===== src/swsc_pkg.sv =====
// shared constants, types and timing for the single-wire slave sequencer
package swsc_pkg;
  // clock rate and bus timing, times in microseconds
  localparam int CLK_MHZ            = 250;
  localparam int T_RST_DET_US       = 16;   // low longer than this is a reset
  localparam int T_PRES_WAIT_US     = 2;    // rising edge to presence start
  localparam int T_PRES_LOW_US      = 10;   // presence pulse length
  localparam int T_SAMPLE_US        = 4;    // write slot sample point
  localparam int T_READ_HOLD_US     = 3;    // read-zero pulldown length
  localparam int POWER_UP_WAIT_US   = 2000; // spontaneous presence ends before
  localparam int T_PU_PRES_US       = POWER_UP_WAIT_US / 2;
  localparam int RST_DET_CYC   = T_RST_DET_US * CLK_MHZ;
  localparam int PRES_WAIT_CYC = T_PRES_WAIT_US * CLK_MHZ;
  localparam int PRES_LOW_CYC  = T_PRES_LOW_US * CLK_MHZ;
  localparam int SAMPLE_CYC    = T_SAMPLE_US * CLK_MHZ;
  localparam int READ_HOLD_CYC = T_READ_HOLD_US * CLK_MHZ;
  localparam int PU_PRES_CYC   = T_PU_PRES_US * CLK_MHZ;
  // selection command codes
  localparam logic [7:0] ROM_SEARCH = 8'hF0;
  localparam logic [7:0] ROM_READ   = 8'h33;
  localparam logic [7:0] ROM_MATCH  = 8'h55;
  localparam logic [7:0] ROM_SKIP   = 8'hCC;
  localparam logic [7:0] ROM_RESUME = 8'hA5;
  // function stage codes
  localparam logic [7:0] CMD_START   = 8'h66;
  localparam logic [7:0] FN_WRITE    = 8'h01;
  localparam logic [7:0] FN_DEC      = 8'h02;
  localparam logic [7:0] FN_READ     = 8'h03;
  localparam logic [7:0] FN_PROTECT  = 8'h04;
  localparam logic [7:0] STS_OK      = 8'hAA;
  localparam logic [7:0] STS_FAIL    = 8'h55;
  localparam logic [7:0] STS_CRC_ERR = 8'h33;
  localparam logic [15:0] CRC_POLY   = 16'hA001;
  localparam logic [15:0] CRC_INIT   = 16'h0000;
  localparam logic [16:0] CNT_RESET  = 17'h00000;
  localparam logic [7:0]  PROT_RESET = 8'h00;
  typedef enum logic [3:0] {
    P_IDLE, P_ROM, P_SEARCH, P_READROM, P_MATCH, P_START,
    P_CMD, P_PARAM, P_CRC_IN, P_EXEC, P_REPLY
  } swsc_phase_t;
  // counter page seen from outside
  typedef struct packed {
    logic        written;
    logic [16:0] value;
  } swsc_cnt_t;
endpackage


===== src/swsc_top.sv =====
// single-wire slave sequencer with decrement-only counter and reply fifo
`timescale 1ns/1ps
`default_nettype none

module swsc_fifo #(
  parameter int W = 8,
  parameter int D = 16
) (
  input  wire logic         clk,
  input  wire logic         resetn,
  input  wire logic         in_valid,
  output logic              in_ready,
  input  wire logic [W-1:0] in_data,
  output logic              out_valid,
  input  wire logic         out_ready,
  output logic [W-1:0]      out_data
);
  localparam int AW = $clog2(D);
  typedef struct packed {
    logic [D-1:0][W-1:0] mem;
    logic [AW:0]         wp;
    logic [AW:0]         rp;
  } swsc_fifo_st_t;
  swsc_fifo_st_t r_reg, r_next;
  logic full, empty;

  // extra pointer bit tells full from empty
  assign empty     = (r_reg.wp == r_reg.rp);
  assign full      = (r_reg.wp[AW-1:0] == r_reg.rp[AW-1:0]) && !empty;
  assign in_ready  = !full;
  assign out_valid = !empty;
  assign out_data  = r_reg.mem[r_reg.rp[AW-1:0]];

  always_comb begin
    r_next = r_reg;
    if (in_valid && !full) begin
      r_next.mem[r_reg.wp[AW-1:0]] = in_data;
      r_next.wp = r_reg.wp + 1'b1;
    end
    if (out_ready && !empty) begin
      r_next.rp = r_reg.rp + 1'b1;
    end
  end

  always_ff @(posedge clk) begin
    if (!resetn) begin
      r_reg <= '0;
    end else begin
      r_reg <= r_next;
    end
  end
endmodule

// Functional notes
// - function stage opens only after reset, presence and a selection command
// - command, parameters and reply carry a 16-bit crc checked by receiver
// - 17-bit counter on its page may be written once only
// - each decrement command on a written, nonzero counter with good crc lowers it by exactly one
// - counter at zero refuses decrement; it never wraps
// - single master; this end only answers, never starts a slot
// - every slot is timed from the master's falling edge
// - spontaneous presence pulse after power-up, finished within 2 ms
// - counter page has fixed write-once mode; user mode byte is settable
// - order is reset/presence, selection, function command, data
// - five 8-bit selection commands: search, read, match, skip, resume
module swsc_top #(
  parameter int          PU_CYC = swsc_pkg::PU_PRES_CYC,
  parameter logic [63:0] ROM_ID = 64'h0123456789ABCDEF // arbitrary value
) (
  input  wire logic              sys_clk,
  input  wire logic              resetn,
  input  wire logic              line_in,
  output logic                   line_out,
  output logic                   line_oe,
  output swsc_pkg::swsc_cnt_t    counter_state,
  output logic                   selected
);
  typedef struct packed {
    logic                  s1, s2, prev;
    logic [11:0]           low_cnt;
    logic [11:0]           tcnt;
    logic [19:0]           pu_cnt;
    logic                  pu_done, rst_seen, pres_on, slot, drive, rc;
    swsc_pkg::swsc_phase_t phase;
    logic [6:0]            bitcnt;
    logic [1:0]            sub;
    logic [63:0]           sh;
    logic [7:0]            rx, cmd, status, prot;
    logic [23:0]           prm;
    logic [1:0]            pcnt;
    logic [15:0]           crc, rcrc;
    logic [2:0]            ecnt;
    swsc_pkg::swsc_cnt_t   cnt;
  } swsc_st_t;
  swsc_st_t r_reg, r_next;

  logic       f_in_valid, f_in_ready, f_out_valid, f_out_ready;
  logic [7:0] f_in_data, f_out_data;

  function automatic logic [15:0] crc16_byte(input logic [15:0] c,
                                             input logic [7:0]  d);
    logic [15:0] x;
    x = c ^ {8'h00, d};
    for (int i = 0; i < 8; i++) begin
      x = x[0] ? ((x >> 1) ^ swsc_pkg::CRC_POLY) : (x >> 1);
    end
    return x;
  endfunction

  swsc_fifo #(.W(8), .D(16)) u_reply_fifo (
    .clk       (sys_clk),
    .resetn    (resetn),
    .in_valid  (f_in_valid),
    .in_ready  (f_in_ready),
    .in_data   (f_in_data),
    .out_valid (f_out_valid),
    .out_ready (f_out_ready),
    .out_data  (f_out_data)
  );

  // open drain: the pin is only ever pulled low
  assign line_out      = 1'b0;
  assign line_oe       = r_reg.drive;
  assign counter_state = r_reg.cnt;
  assign selected      = r_reg.rc;

  always_comb begin
    logic       fall, rise, b, tx_slot, tx_bit, bdone;
    logic [7:0] nb, eb;
    logic [2:0] nd;
    r_next      = r_reg;
    f_in_valid  = 1'b0;
    f_in_data   = 8'h00;
    f_out_ready = 1'b0;
    fall   = r_reg.prev & ~r_reg.s2;
    rise   = ~r_reg.prev & r_reg.s2;
    b      = r_reg.s2;
    nb     = {b, r_reg.rx[7:1]};
    bdone  = (r_reg.bitcnt[2:0] == 3'd7);
    eb     = 8'h00;
    nd     = 3'd1;
    tx_slot = 1'b0;
    tx_bit  = 1'b1;
    // pin passes two flops before anything looks at it
    r_next.s1   = line_in;
    r_next.s2   = r_reg.s1;
    r_next.prev = r_reg.s2;
    // which slots this end answers, and with what bit
    tx_slot = (r_reg.phase == swsc_pkg::P_READROM) ||
              (r_reg.phase == swsc_pkg::P_REPLY) ||
              (r_reg.phase == swsc_pkg::P_SEARCH && r_reg.sub != 2'd2);
    case (r_reg.phase)
      swsc_pkg::P_READROM: tx_bit = r_reg.sh[0];
      swsc_pkg::P_SEARCH:  tx_bit = r_reg.sh[0] ^ r_reg.sub[0];
      swsc_pkg::P_REPLY:
        tx_bit = f_out_valid ? f_out_data[r_reg.bitcnt[2:0]] : 1'b1;
      default:             tx_bit = 1'b1;
    endcase
    // long low from the master is a bus reset
    r_next.low_cnt = r_reg.s2 ? 12'h000 : r_reg.low_cnt + 12'h001;
    if (!r_reg.s2 && !r_reg.drive &&
        r_reg.low_cnt == 12'(swsc_pkg::RST_DET_CYC - 1)) begin
      r_next.rst_seen = 1'b1;
      r_next.slot     = 1'b0;
      r_next.phase    = swsc_pkg::P_IDLE;
    end
    // spontaneous presence once after power-up
    if (!r_reg.pu_done) begin
      r_next.pu_cnt = r_reg.pu_cnt + 20'h00001;
      if (r_reg.pu_cnt == 20'(PU_CYC - 1)) begin
        r_next.pu_done = 1'b1;
        r_next.pres_on = 1'b1;
        r_next.tcnt    = 12'h000;
      end
    end
    if (rise && r_reg.rst_seen) begin
      // presence answers the reset, then selection commands follow
      r_next.rst_seen = 1'b0;
      r_next.pres_on  = 1'b1;
      r_next.tcnt     = 12'h000;
      r_next.phase    = swsc_pkg::P_ROM;
      r_next.bitcnt   = 7'd0;
    end else if (r_reg.pres_on) begin
      r_next.tcnt = r_reg.tcnt + 12'h001;
      if (r_reg.tcnt == 12'(swsc_pkg::PRES_WAIT_CYC - 1)) begin
        r_next.drive = 1'b1;
      end
      if (r_reg.tcnt == 12'(swsc_pkg::PRES_WAIT_CYC +
                            swsc_pkg::PRES_LOW_CYC - 1)) begin
        r_next.drive   = 1'b0;
        r_next.pres_on = 1'b0;
      end
    end else if (fall && !r_reg.slot && !r_reg.drive) begin
      // slave only: a slot exists only after the master's edge
      r_next.slot  = 1'b1;
      r_next.tcnt  = 12'h000;
      r_next.drive = tx_slot && !tx_bit;
    end else if (r_reg.slot) begin
      r_next.tcnt = r_reg.tcnt + 12'h001;
      if (r_reg.tcnt == 12'(swsc_pkg::READ_HOLD_CYC - 1)) begin
        r_next.drive = 1'b0;
      end
      if (r_reg.tcnt == 12'(swsc_pkg::SAMPLE_CYC - 1)) begin
        r_next.slot   = 1'b0;
        r_next.rx     = nb;
        r_next.bitcnt = r_reg.bitcnt + 7'd1;
        case (r_reg.phase)
          swsc_pkg::P_ROM: if (bdone) begin
            r_next.sh     = ROM_ID;
            r_next.bitcnt = 7'd0;
            r_next.sub    = 2'd0;
            case (nb)
              swsc_pkg::ROM_SEARCH: r_next.phase = swsc_pkg::P_SEARCH;
              swsc_pkg::ROM_READ:   r_next.phase = swsc_pkg::P_READROM;
              swsc_pkg::ROM_MATCH:  r_next.phase = swsc_pkg::P_MATCH;
              swsc_pkg::ROM_SKIP: begin
                r_next.phase = swsc_pkg::P_START;
                r_next.rc    = 1'b0;
              end
              swsc_pkg::ROM_RESUME:
                r_next.phase = r_reg.rc ? swsc_pkg::P_START : swsc_pkg::P_IDLE;
              default: r_next.phase = swsc_pkg::P_IDLE;
            endcase
          end
          swsc_pkg::P_READROM: begin
            r_next.sh = {1'b0, r_reg.sh[63:1]};
            if (r_reg.bitcnt == 7'd63) begin
              r_next.phase = swsc_pkg::P_START;
              r_next.rc    = 1'b1;
            end
          end
          swsc_pkg::P_MATCH, swsc_pkg::P_SEARCH: begin
            // search: bit, its complement, then the master's choice
            if (r_reg.phase == swsc_pkg::P_SEARCH && r_reg.sub != 2'd2) begin
              r_next.sub    = r_reg.sub + 2'd1;
              r_next.bitcnt = r_reg.bitcnt;
            end else if (b != r_reg.sh[0]) begin
              r_next.phase = swsc_pkg::P_IDLE;
              r_next.rc    = 1'b0;
            end else begin
              r_next.sub = 2'd0;
              r_next.sh  = {1'b0, r_reg.sh[63:1]};
              if (r_reg.bitcnt == 7'd63) begin
                r_next.phase = swsc_pkg::P_START;
                r_next.rc    = 1'b1;
              end
            end
          end
          swsc_pkg::P_START: if (bdone) begin
            r_next.phase = (nb == swsc_pkg::CMD_START) ?
                           swsc_pkg::P_CMD : swsc_pkg::P_IDLE;
          end
          swsc_pkg::P_CMD: if (bdone) begin
            r_next.cmd = nb;
            // crc field counts its 16 bits from zero, whatever came before
            r_next.bitcnt = 7'd0;
            r_next.crc = crc16_byte(swsc_pkg::CRC_INIT, nb);
            r_next.prm = 24'h000000;
            r_next.phase = swsc_pkg::P_PARAM;
            case (nb)
              swsc_pkg::FN_WRITE:   r_next.pcnt = 2'd3;
              swsc_pkg::FN_PROTECT: r_next.pcnt = 2'd1;
              swsc_pkg::FN_DEC, swsc_pkg::FN_READ:
                r_next.phase = swsc_pkg::P_CRC_IN;
              default: r_next.phase = swsc_pkg::P_IDLE;
            endcase
          end
          swsc_pkg::P_PARAM: if (bdone) begin
            r_next.prm  = {nb, r_reg.prm[23:8]};
            r_next.crc  = crc16_byte(r_reg.crc, nb);
            r_next.pcnt = r_reg.pcnt - 2'd1;
            if (r_reg.pcnt == 2'd1) begin
              r_next.phase  = swsc_pkg::P_CRC_IN;
              r_next.bitcnt = 7'd0;
            end
          end
          swsc_pkg::P_CRC_IN: begin
            r_next.rcrc = {b, r_reg.rcrc[15:1]};
            if (r_reg.bitcnt == 7'd15) begin
              // act only on a checked command; then the reply
              r_next.phase  = swsc_pkg::P_EXEC;
              r_next.ecnt   = 3'd0;
              r_next.status = swsc_pkg::STS_OK;
              if ({b, r_reg.rcrc[15:1]} != r_reg.crc) begin
                r_next.status = swsc_pkg::STS_CRC_ERR;
              end else begin
                case (r_reg.cmd)
                  swsc_pkg::FN_WRITE:
                    if (r_reg.cnt.written || r_reg.prot[0]) begin
                      r_next.status = swsc_pkg::STS_FAIL;
                    end else begin
                      r_next.cnt.value   = r_reg.prm[23:7];
                      r_next.cnt.written = 1'b1;
                    end
                  swsc_pkg::FN_DEC:
                    if (!r_reg.cnt.written ||
                        r_reg.cnt.value == 17'h00000) begin
                      r_next.status = swsc_pkg::STS_FAIL;
                    end else begin
                      r_next.cnt.value = r_reg.cnt.value - 17'h00001;
                    end
                  swsc_pkg::FN_PROTECT:
                    if (r_reg.prot != swsc_pkg::PROT_RESET) begin
                      r_next.status = swsc_pkg::STS_FAIL;
                    end else begin
                      r_next.prot = r_reg.prm[23:16];
                    end
                  default: ;
                endcase
              end
            end
          end
          swsc_pkg::P_REPLY: begin
            // empty fifo means the reply is over
            if (!f_out_valid) begin
              r_next.phase = swsc_pkg::P_IDLE;
            end else if (bdone) begin
              f_out_ready = 1'b1;
            end
          end
          default: ;
        endcase
      end
    end
    // drop bytes left by a cut reply so they never lead a later one
    if (r_reg.phase != swsc_pkg::P_EXEC &&
        r_reg.phase != swsc_pkg::P_REPLY) begin
      f_out_ready = 1'b1;
    end
    // reply bytes: status, counter for a read, crc low, crc high
    if (r_reg.phase == swsc_pkg::P_EXEC) begin
      if (r_reg.cmd == swsc_pkg::FN_READ &&
          r_reg.status == swsc_pkg::STS_OK) begin
        nd = 3'd4;
      end
      if (r_reg.ecnt == 3'd0) begin
        eb = r_reg.status;
      end else if (r_reg.ecnt < nd) begin
        eb = 8'({7'h00, r_reg.cnt.value} >> (8 * (r_reg.ecnt - 3'd1)));
      end else if (r_reg.ecnt == nd) begin
        eb = r_reg.crc[7:0];
      end else begin
        eb = r_reg.crc[15:8];
      end
      f_in_valid = 1'b1;
      f_in_data  = eb;
      // a full fifo stalls the reply builder
      if (f_in_ready) begin
        r_next.ecnt = r_reg.ecnt + 3'd1;
        if (r_reg.ecnt < nd) begin
          r_next.crc = crc16_byte(r_reg.ecnt == 3'd0 ?
                                  swsc_pkg::CRC_INIT : r_reg.crc, eb);
        end
        if (r_reg.ecnt == nd + 3'd1) begin
          r_next.phase  = swsc_pkg::P_REPLY;
          r_next.bitcnt = 7'd0;
        end
      end
    end
  end

  always_ff @(posedge sys_clk) begin
    if (!resetn) begin
      r_reg       <= '0;
      r_reg.s1    <= 1'b1;
      r_reg.s2    <= 1'b1;
      r_reg.prev  <= 1'b1;
      r_reg.phase <= swsc_pkg::P_IDLE;
      r_reg.cnt   <= '{written: 1'b0, value: swsc_pkg::CNT_RESET};
      r_reg.prot  <= swsc_pkg::PROT_RESET;
    end else begin
      r_reg <= r_next;
    end
  end
endmodule

`default_nettype wire


===== config.mk =====
export PLATFORM = sky130hd
export DESIGN_NAME = swsc_top
export DESIGN_NICKNAME = d
export VERILOG_FILES = /design/src/swsc_pkg.sv /design/src/swsc_top.sv
export SDC_FILE = /design/constraint.sdc
export NUM_CORES = 1
export LEC_CHECK = 0
export BUFFER_PORTS_ARGS = -buffer_cell sky130_fd_sc_hd__buf_2
export CAP_MARGIN = 20
export CORE_UTILIZATION = 57
export CTS_CLUSTER_SIZE = 30
export DETAILED_ROUTE_END_ITERATION = 12
export PLACE_DENSITY = 0.76
export SYNTH_ARGS = -nofsm -noshare
export SYNTH_HDL_FRONTEND = slang
export SYNTH_SLANG_ARGS = --single-unit

===== constraint.sdc =====
create_clock -name sys_clk -period 3.5 [get_ports sys_clk]
set_input_delay 0.35 -clock sys_clk [delete_from_list [all_inputs] [get_ports sys_clk]]
set_output_delay 0.35 -clock sys_clk [all_outputs]
set_load 0.05 [all_outputs]

==> out/summary.txt, run 1 <==
# rows -> 65
post-synth top area cell -> dfxtp_1
Mapped Nets -> 2187
gr usage total -> 0.283
nets -> 2201
Worst-Skew Late Latency -> 550 ps
Slowest-stage cell, CP -> or4_4
Synth Cell Area -> 18300 sq um
synth top area cells -> dfxtp_1 40%, mux2i_1 6.8%, nor2_1 6.7%
initial cell density of the core -> 0.580
height of the chip -> 181 um
power per cell area -> 426 nW/um^2
most used cell, CP -> xnor2_1
kind of critical path -> reg -> reg
status -> complete, but fails checks
Max Fclk -> 0.261 GHz
DRC -> 0
Lkg Pwr -> 8.45 nW
ys flop type -> dfxtp_1
Arr. time, crit path -> 4290 ps
failing checks -> negative setup slack
Layout Area Growth over Synthesis -> 15.7%
unrepaired setup endpoints after global routing -> true
fin. max-slew vios -> 0
Final Hold Fails -> 0
first-pass GRT wire length -> 76300 um
maximum vdd drop -> 0.000479 V
TritonCTS clock tree -> done
share of the synthesized area in the top cell type -> 0.398
total gr overflow -> 0
CTS Buf Count -> 40
largest net degree at the start of global routing -> 158
CTS Sinks -> 365
post-DR vias/cell -> 6.17
antenna cells -> 0
clock-pin slew on the worst setup and hold paths -> 60 ps
reg2reg start -> r_reg[101]$_SDFFE_PN0P_
CTS H-tree lvls -> 2
HPWL after DPL -> 30500 um
synth warn -> 0
Synth Register Bits -> 365
setup TNS -> -7120 ps
Comb power frac -> 0.023
# Max-Cap Violations -> 0
Final Non-Filler Cells -> 2597
Core Footprint -> 31600 sq um
vias in the first global route -> 14900
Worst Hold Class -> in -> reg
Detailed Route WL -> 48400 um
crit-path leading delay family -> simple AND/OR/NAND/NOR gates
placed cells -> 2491
First-pass DRT Iterations -> 7
CTS Root Buffer Type -> clkbuf_16
Slew Limit Headroom -> 0.350
max FFs per register -> 205
Antenna Nets Post-Route -> 0
sequential power share -> 0.462
CP Cell Sequence -> nor4_2, nand2b_1, nor2_1, nand2_1, or4_4, ha_4, inv_2, o21a_4, buf_4, o22ai_1, xnor2_1, a21oi_2, xor2_2, xnor2_1, xnor3_1, o32ai_2
Hold Crit Depth -> 2
# IOs -> 24
Port Buf Inserts -> 22
Routed wire per std cell -> 18.6 um
Min-Delay Endpoint -> r_next[239]$_SDFF_PN1_
switching fraction of total power -> 0.215
crit-path max FO -> 6
gpl congestion -> 0.922
Commonest cells post-synth -> 365 x dfxtp_1, 326 x nor2_1, 195 x nand2_1
Syn Area/Cell -> 8.53 sq um
CP Data Required Time -> 3960 ps
stages on the worst setup path -> 16
Chip Width -> 181 um
number of synthesized flops with an enable pin -> 0
1st-iter DRT viols -> 1372
share of cells above drive strength 1 -> 0.164
Crit path largest cell delay -> 540 ps
Hold Path Origin -> resetn
setup slack after layout -> -325 ps
R2R Path End -> r_reg[37]$_SDFF_PN0_
most frequent cell after synthesis -> dfxtp_1
Synth Instances -> 2149
Worst-Margin Slew -> 972 ps
CTS Buffer Depth -> 3
P_int -> 7.08 mW
min Tclk post-route -> 3830 ps
# fillers -> 2466
Reg2Reg Setup Slack -> -330 ps
switching power total -> 1.94 mW
CP endpoint kind -> register
WP buf/inv -> 2
period utilisation layout -> 1.09
R2R depth -> 16
ys async rst share -> 0
Final Skew -> 19.7 ps
die area -> 32900 sq um
Cell variety after synth -> 89
clock share of power -> 0.515
via count -> 16000
Final Setup Violations -> 61
initial antenna violation count -> 0
sequential element share of the synthesized area -> 0.398
CP Launch Type -> register
-- cells by family after synthesis --
logic type      count (synthesis)  share of synthesized area
compound gates                435                      0.149
xor+xnor                      111                     0.0573
fa+ha+maj                      35                     0.0239
buf+inv                       213                     0.0510
flops                         365                      0.398
mux                           165                      0.116
other cells                     1                   0.000204
simple gates                  824                      0.204
-- power by group through the flow --
stage          Clock [mW]  Sequential (mW)  Combinational [mW]
6_report             4.65             4.17               0.208
2_1_floorplan           0             4.26               0.146
4_1_cts              4.70             4.17               0.207
3_3_place_gp            0             4.26               0.202
3_5_place_dp            0             4.26               0.206
5_1_grt              4.89             4.17               0.226
-- stage by stage --
stage | power (mW) | worst slack (ps) | instance area (sq um) | hold slack (ps) | utilization
6_report | 9.03 | -325 | 21200 | 297 | 0.670
5_1_grt | 9.28 | -518 | 21200 | 325 | 0.670
4_1_cts | 9.08 | -343 | 20800 | 291 | 0.656
3_5_place_dp | 4.47 | -406 | 19000 | 403 | 0.601
3_3_place_gp | 4.47 | -324 | 19000 | 398 | 0.601
2_1_floorplan | 4.41 | -84.5 | 18400 | 386 | -
-- area by class of cell --
cell class | count | area (sq um) | share of cell area
Clock inverter | 14 | 218 | 0.0103
Sequential cell | 365 | 7310 | 0.345
Inverter | 37 | 146 | 0.00690
Multi-Input combinational cell | 1571 | 10500 | 0.497
Clock buffer | 60 | 1260 | 0.0593
Timing Repair Buffer | 148 | 1240 | 0.0583
Tap cell | 402 | 503 | 0.0237
-- placed cells by master, fill, tap and decap left out, types with 8 or more instances in the layout --
cell type and n:
buf_6 21, o211ai_1 9, clkbuf_16 42, xnor2_1 44
dfxtp_1 363, nor3_2 15, o21ai_0 82, nor4_1 11
mux2i_1 123, clkbuf_8 16, nor2_1 323, nor3_1 52
nor2b_1 18, buf_2 22, buf_4 96, a22oi_1 14
mux4_2 36, a21oi_1 164, nand4_1 23, a221oi_1 8
or2_2 9, and2_1 14, and3_1 17, a22o_1 8
nand2_1 193, a31oi_1 17, a21oi_2 10, a211oi_1 46
inv_1 34, nand2b_1 13, ha_1 33, xor2_1 59
nand3_1 87
-- worst reg2reg max path, delay by kind of cell, from the launching register on --
| kind | cells | cell delay (ps) |
|---|---|---|
| DFF | 1 | 320 |
| xor gates and xnor gates | 4 | 880 |
| AOI/OAI and AO/OA | 4 | 900 |
| buffers and inverters | 2 | 220 |
| adders and majority gates | 1 | 300 |
| and+or+nand+nor | 5 | 1120 |
-- worst max path at each step --
stage,endpoint,start
after floorplan,r_reg[51]$_SDFF_PN0_,r_reg[98]$_SDFFE_PN0P_
after global placement,r_reg[51]$_SDFF_PN0_,r_reg[98]$_SDFFE_PN0P_
after detailed placement,r_reg[37]$_SDFF_PN0_,r_reg[98]$_SDFFE_PN0P_
after CTS,r_reg[37]$_SDFF_PN0_,r_reg[101]$_SDFFE_PN0P_
after global routing,r_reg[37]$_SDFF_PN0_,r_reg[101]$_SDFFE_PN0P_
final,r_reg[37]$_SDFF_PN0_,r_reg[101]$_SDFFE_PN0P_
-- metal layers --
| layer | vias to the layer above | routed length, um | global-route usage | part of all wire |
|---|---|---|---|---|
| li1 | 7552 | - | - | - |
| met1 | 7778 | 21300 | 0.391 | 0.44 |
| met2 | 570 | 22300 | 0.449 | 0.46 |
| met3 | 130 | 3340 | 0.0425 | 0.069 |
| met4 | 0 | 1510 | 0.100 | 0.031 |
| met5 | - | 0 | 0 | 0 |
-- repair_timing --
item,4_1_cts,5_1_grt
resized for setup,32,71
hold buffers,1,0
pin swaps,29,50
setup endpoints to repair,27,118
gates cloned,2,3
endpoints found under the hold margin,1,0
setup buffers,17,14
(Power assumes the default switching activity.)
==> run 2: changes to the inputs <==
--- a/config.mk
+++ b/config.mk
@@ -10,6 +10,7 @@
 export CORE_UTILIZATION = 57
 export CTS_CLUSTER_SIZE = 30
 export DETAILED_ROUTE_END_ITERATION = 12
+export MAX_ROUTING_LAYER = met4
 export PLACE_DENSITY = 0.76
 export SYNTH_ARGS = -nofsm -noshare
 export SYNTH_HDL_FRONTEND = slang
==> out/summary.txt, run 2 (synthesized netlist as in run 1, its figures left out) <==
status -> complete, but fails checks
failing checks -> negative setup slack
nets -> 2189
first-pass GRT wire length -> 76500 um
Arr. time, crit path -> 4440 ps
Reg2Reg Setup Slack -> -470 ps
Max Fclk -> 0.252 GHz
max FFs per register -> 205
power per cell area -> 403 nW/um^2
min Tclk post-route -> 3970 ps
gpl congestion -> 0.947
CTS Root Buffer Type -> clkbuf_16
via count -> 15700
unrepaired setup endpoints after global routing -> true
Final Hold Fails -> 0
gr usage total -> 0.291
Hold Crit Depth -> 2
post-DR vias/cell -> 6.09
R2R depth -> 17
fin. max-slew vios -> 0
vias in the first global route -> 14800
HPWL after DPL -> 30600 um
CTS Buffer Depth -> 3
CTS Buf Count -> 39
# Max-Cap Violations -> 0
area of the multi-input gates -> 10500 sq um
period utilisation layout -> 1.13
Detailed Route WL -> 47200 um
reg2reg start -> r_reg[101]$_SDFFE_PN0P_
maximum vdd drop -> 0.000437 V
die area -> 32900 sq um
kind of critical path -> reg -> reg
1st-iter DRT viols -> 1273
Chip Width -> 181 um
# fillers -> 2521
commonest non-fill, non-tap cells in the layout -> 363 x dfxtp_1, 322 x nor2_1, 193 x nand2_1
setup slack after layout -> -466 ps
DRC -> 0
initial cell density of the core -> 0.580
most common cell after layout, fill and taps aside -> dfxtp_1
Final Setup Violations -> 55
total gr overflow -> 0
Layout Area Growth over Synthesis -> 13.8%
Antenna Nets Post-Route -> 0
largest net degree at the start of global routing -> 149
Final Skew -> 25.1 ps
Final Util -> 0.660
Hold Path Origin -> resetn
R2R Path End -> r_reg[37]$_SDFF_PN0_
CP endpoint kind -> register
CTS H-tree lvls -> 2
share of cells above drive strength 1 -> 0.152
Routed wire per std cell -> 18.3 um
Port Buf Inserts -> 22
CP Data Required Time -> 3970 ps
Worst-Skew Late Latency -> 560 ps
Lkg Pwr -> 8.25 nW
Core Footprint -> 31600 sq um
Reg area -> 7310 sq um
CP Launch Type -> register
First-pass DRT Iterations -> 5
Worst Hold Class -> in -> reg
Pwr Total -> 8.41 mW
Slew Limit Headroom -> 0.391
DP Area -> 19000 sq um
initial antenna violation count -> 1
CTS Sinks -> 365
Min-Delay Endpoint -> r_next[238]$_SDFF_PN1_
height of the chip -> 181 um
# IOs -> 24
# rows -> 65
dpl ws -> -483 ps
critical path startpoint -> r_reg[101]$_SDFFE_PN0P_
crit-path max FO -> 7
setup TNS -> -6500 ps
TritonCTS clock tree -> done
clock-pin slew on the worst setup and hold paths -> 70 ps
Worst-Margin Slew -> 911 ps
final instance area -> 20900 sq um
## run 2: cell types whose count changed in the layout (fill, tap and decap cells not counted), sizes merged
cell / previous run / this run
bufinv: 5 / 1
diode: 0 / 1
clkinvlp: 3 / 1
clkbuf: 61 / 56
buf: 146 / 134
inv: 39 / 37
clkinv: 4 / 11
## run 2: worst max path at each step
stage | endpoint | slack, ps
3_3_place_gp | r_reg[51]$_SDFF_PN0_ | -400
3_5_place_dp | r_reg[51]$_SDFF_PN0_ | -480
4_1_cts | r_reg[51]$_SDFF_PN0_ | -370
6_report | r_reg[37]$_SDFF_PN0_ | -470
2_1_floorplan | r_reg[51]$_SDFF_PN0_ | -80
5_1_grt | r_reg[37]$_SDFF_PN0_ | -630
## run 2: repair_timing
action,4_1_cts,5_1_grt
hold buffers,1,0
resized for setup,38,45
cloned,1,2
endpoints found under the hold margin,1,0
endpoints found under the setup margin,66,131
buffers inserted,16,12
pin swaps,25,19
## run 2: where the power goes
| part | leakage [nW] | total (mW) | switching [mW] | internal [mW] |
|---|---|---|---|---|
| clock network | 0.610 | 4.03 | 1.74 | 2.29 |
| registers | 2.94 | 4.18 | 0.0200 | 4.16 |
| logic | 4.70 | 0.196 | 0.137 | 0.0586 |
## run 2: worst max-delay path, cell delays in order (launching register included)
cell	delay, ps
dfxtp_2	330
nor4_4	270
nand2b_1	110
nor2_1	130
nand2_1	100
or4_4	570
ha_4	300
inv_1	110
o21a_4	270
buf_6	140
o31ai_4	220
a2bb2oi_2	220
xnor2_1	160
nor2_1	70
a21oi_2	160
buf_4	130
xnor3_1	390
o32ai_2	190
## run 2: layer usage
metal	vias to the layer above	wire, um	track usage
met5	-	0	-
li1	7533	-	-
met4	0	1090	0.0844
met2	496	22000	0.458
met1	7592	21200	0.393
met3	95	2900	0.0377
## run 2: final cells by class
type,instances,share of cell area
inverters,37,0.00702
clock buffers,54,0.0528
repair buffers,137,0.0562
multi-input cells,1571,0.503
clock inverters,13,0.00642
well taps,402,0.0241
flip-flops and latches,365,0.350
diodes,1,0.000120
## run 2: metrics by stage
stage                     instances  hold WS, ps
after floorplan                2149          386
after global placement         2485          397
after detailed placement       2485          407
after CTS                      2569          292
after global routing           2580          322
final                          2580          309
==> run 3: changes to the inputs <==
==> config.mk (replaced) <==
export PLATFORM = sky130hd
export DESIGN_NAME = swsc_top
export DESIGN_NICKNAME = d
export VERILOG_FILES = /design/src/swsc_pkg.sv /design/src/swsc_top.sv
export SDC_FILE = /design/constraint.sdc
export NUM_CORES = 1
export LEC_CHECK = 0
export CAP_MARGIN = 20
export CORE_UTILIZATION = 43
export CTS_CLUSTER_SIZE = 30
export DETAILED_ROUTE_END_ITERATION = 12
export DONT_BUFFER_PORTS = 1
export MAX_ROUTING_LAYER = met4
export PLACE_DENSITY = 0.6
export SYNTH_ARGS = -nofsm -noshare
export SYNTH_HDL_FRONTEND = slang
export SYNTH_SLANG_ARGS = --single-unit
==> out/summary.txt, run 3 (synthesized netlist as in run 1, its figures left out) <==
largest net degree at the start of global routing -> 108
Final Util -> 0.503
commonest non-fill, non-tap cells in the layout -> 363 x dfxtp_1, 323 x nor2_1, 192 x nand2_1
critical path startpoint -> r_reg[98]$_SDFFE_PN0P_
Antenna Nets Post-Route -> 0
# rows -> 75
gpl congestion -> 0.904
nets -> 2182
clock-pin slew on the worst setup and hold paths -> 60 ps
Detailed Route WL -> 48600 um
DP Area -> 19200 sq um
fin. max-slew vios -> 0
R2R depth -> 17
Reg2Reg Setup Slack -> -430 ps
# IOs -> 24
Core Footprint -> 42000 sq um
vias in the first global route -> 14700
CTS Sinks -> 365
share of cells above drive strength 1 -> 0.148
Worst-Margin Slew -> 1140 ps
TritonCTS clock tree -> done
status -> complete, but fails checks
total gr overflow -> 0
die area -> 43500 sq um
crit-path max FO -> 4
Lkg Pwr -> 8.27 nW
failing checks -> negative setup slack
initial antenna violation count -> 1
# fillers -> 4007
Layout Area Growth over Synthesis -> 15.3%
CTS Buffer Depth -> 3
Final Non-Filler Cells -> 2716
first-pass GRT wire length -> 77900 um
final instance area -> 21200 sq um
most common cell after layout, fill and taps aside -> dfxtp_1
CP Data Required Time -> 3980 ps
CTS Buf Count -> 42
CP endpoint kind -> register
unrepaired setup endpoints after global routing -> true
Arr. time, crit path -> 4400 ps
min Tclk post-route -> 3930 ps
1st-iter DRT viols -> 1252
Slew Limit Headroom -> 0.240
Routed wire per std cell -> 17.9 um
First-pass DRT Iterations -> 5
period utilisation layout -> 1.12
kind of critical path -> reg -> reg
DRC -> 0
maximum vdd drop -> 0.000322 V
R2R Path End -> r_reg[37]$_SDFF_PN0_
Port Buf Inserts -> 0
antenna cells -> 0
HPWL after DPL -> 31600 um
Worst Hold Class -> in -> reg
Pwr Total -> 8.89 mW
Max Fclk -> 0.255 GHz
post-DR vias/cell -> 5.69
setup slack after layout -> -425 ps
Final Hold Fails -> 0
max FFs per register -> 205
CP endpoint -> r_reg[37]$_SDFF_PN0_
# Max-Cap Violations -> 0
Final Setup Violations -> 32
initial cell density of the core -> 0.436
height of the chip -> 209 um
Worst-Skew Late Latency -> 570 ps
Chip Width -> 209 um
hold_ws -> 115 ps
gr usage total -> 0.226
CP Launch Type -> register
via count -> 15400
placed cells -> 2620
CTS H-tree lvls -> 2
Final Skew -> 22.8 ps
CTS Root Buffer Type -> clkbuf_16
power per cell area -> 420 nW/um^2
reg2reg start -> r_reg[98]$_SDFFE_PN0P_
run 3: changes by cell type in the layout (fill, tap and decap cells not counted), sizes merged:
cell         delta
dlygate4sd3     +1
bufinv          +2
diode           -1
inv             +1
clkinv          -2
clkbuf          +4
buf            -10
clkinvlp        +4
run 3: per-stage QoR:
stage / TNS [ps] / worst slack (ps)
2_1_floorplan: -140 / -84.5
3_3_place_gp: -1810 / -345
3_5_place_dp: -3880 / -424
4_1_cts: -1130 / -353
5_1_grt: -10060 / -600
6_report: -2350 / -425
run 3: cell type report:
type	count	area, sq um	share of cell area
Clock buffer	59	1250	0.0589
Multi-Input combinational cell	1571	10400	0.494
Inverter	37	146	0.00692
Clock inverter	18	185	0.00875
Timing Repair Buffer	127	1140	0.0541
Sequential cell	365	7310	0.346
Tap cell	539	674	0.0319
run 3: power by group:
part / switching, mW / internal [mW] / total [mW]
Sequential: 0.0103 / 4.16 / 4.17
Clock: 1.80 / 2.71 / 4.51
Combinational: 0.147 / 0.0582 / 0.205
run 3: how the worst min path moves through the flow:
stage                           startpoint                 endpoint  slack, ps  cells after the start
CTS                                 resetn  r_reg[201]$_SDFFE_PN0N_        120                      2
finish                              resetn  r_reg[209]$_SDFFE_PN0N_        110                      2
global placement    r_next[239]$_SDFF_PN1_   r_next[238]$_SDFF_PN1_        410                      1
floorplan           r_next[239]$_SDFF_PN1_   r_next[238]$_SDFF_PN1_        390                      1
global route                        resetn  r_reg[224]$_SDFFE_PP0P_        160                      3
detailed placement  r_next[239]$_SDFF_PN1_   r_next[238]$_SDFF_PN1_        400                      1
run 3: per-layer routing:
metal	GRT usage	up-vias	share of wire
met5	-	-	0
met4	0.0815	0	0.028
met3	0.0306	97	0.051
met2	0.343	351	0.45
met1	0.306	7470	0.47
li1	-	7525	-
run 3: timing repair:
item / in CTS / in global routing
hold buffers: 2 / 0
gates resized for setup: 17 / 58
gates cloned: 0 / 5
setup endpoints to repair: 57 / 129
hold endpoints to repair: 17 / 0
pin swaps: 10 / 33
setup buffers: 4 / 8
run 3: critical path, cell delays in order (launching register included):
cell	delay, ps
dfxtp_2	330
nor4_4	280
nand2b_1	120
nor2_1	100
nand2_1	90
or4_4	590
ha_4	320
nand3b_1	130
buf_4	170
mux2i_1	110
o22a_2	280
xnor2_2	150
mux2i_4	180
xor2_2	200
xnor2_2	130
buf_4	150
xnor3_1	320
o32ai_2	190
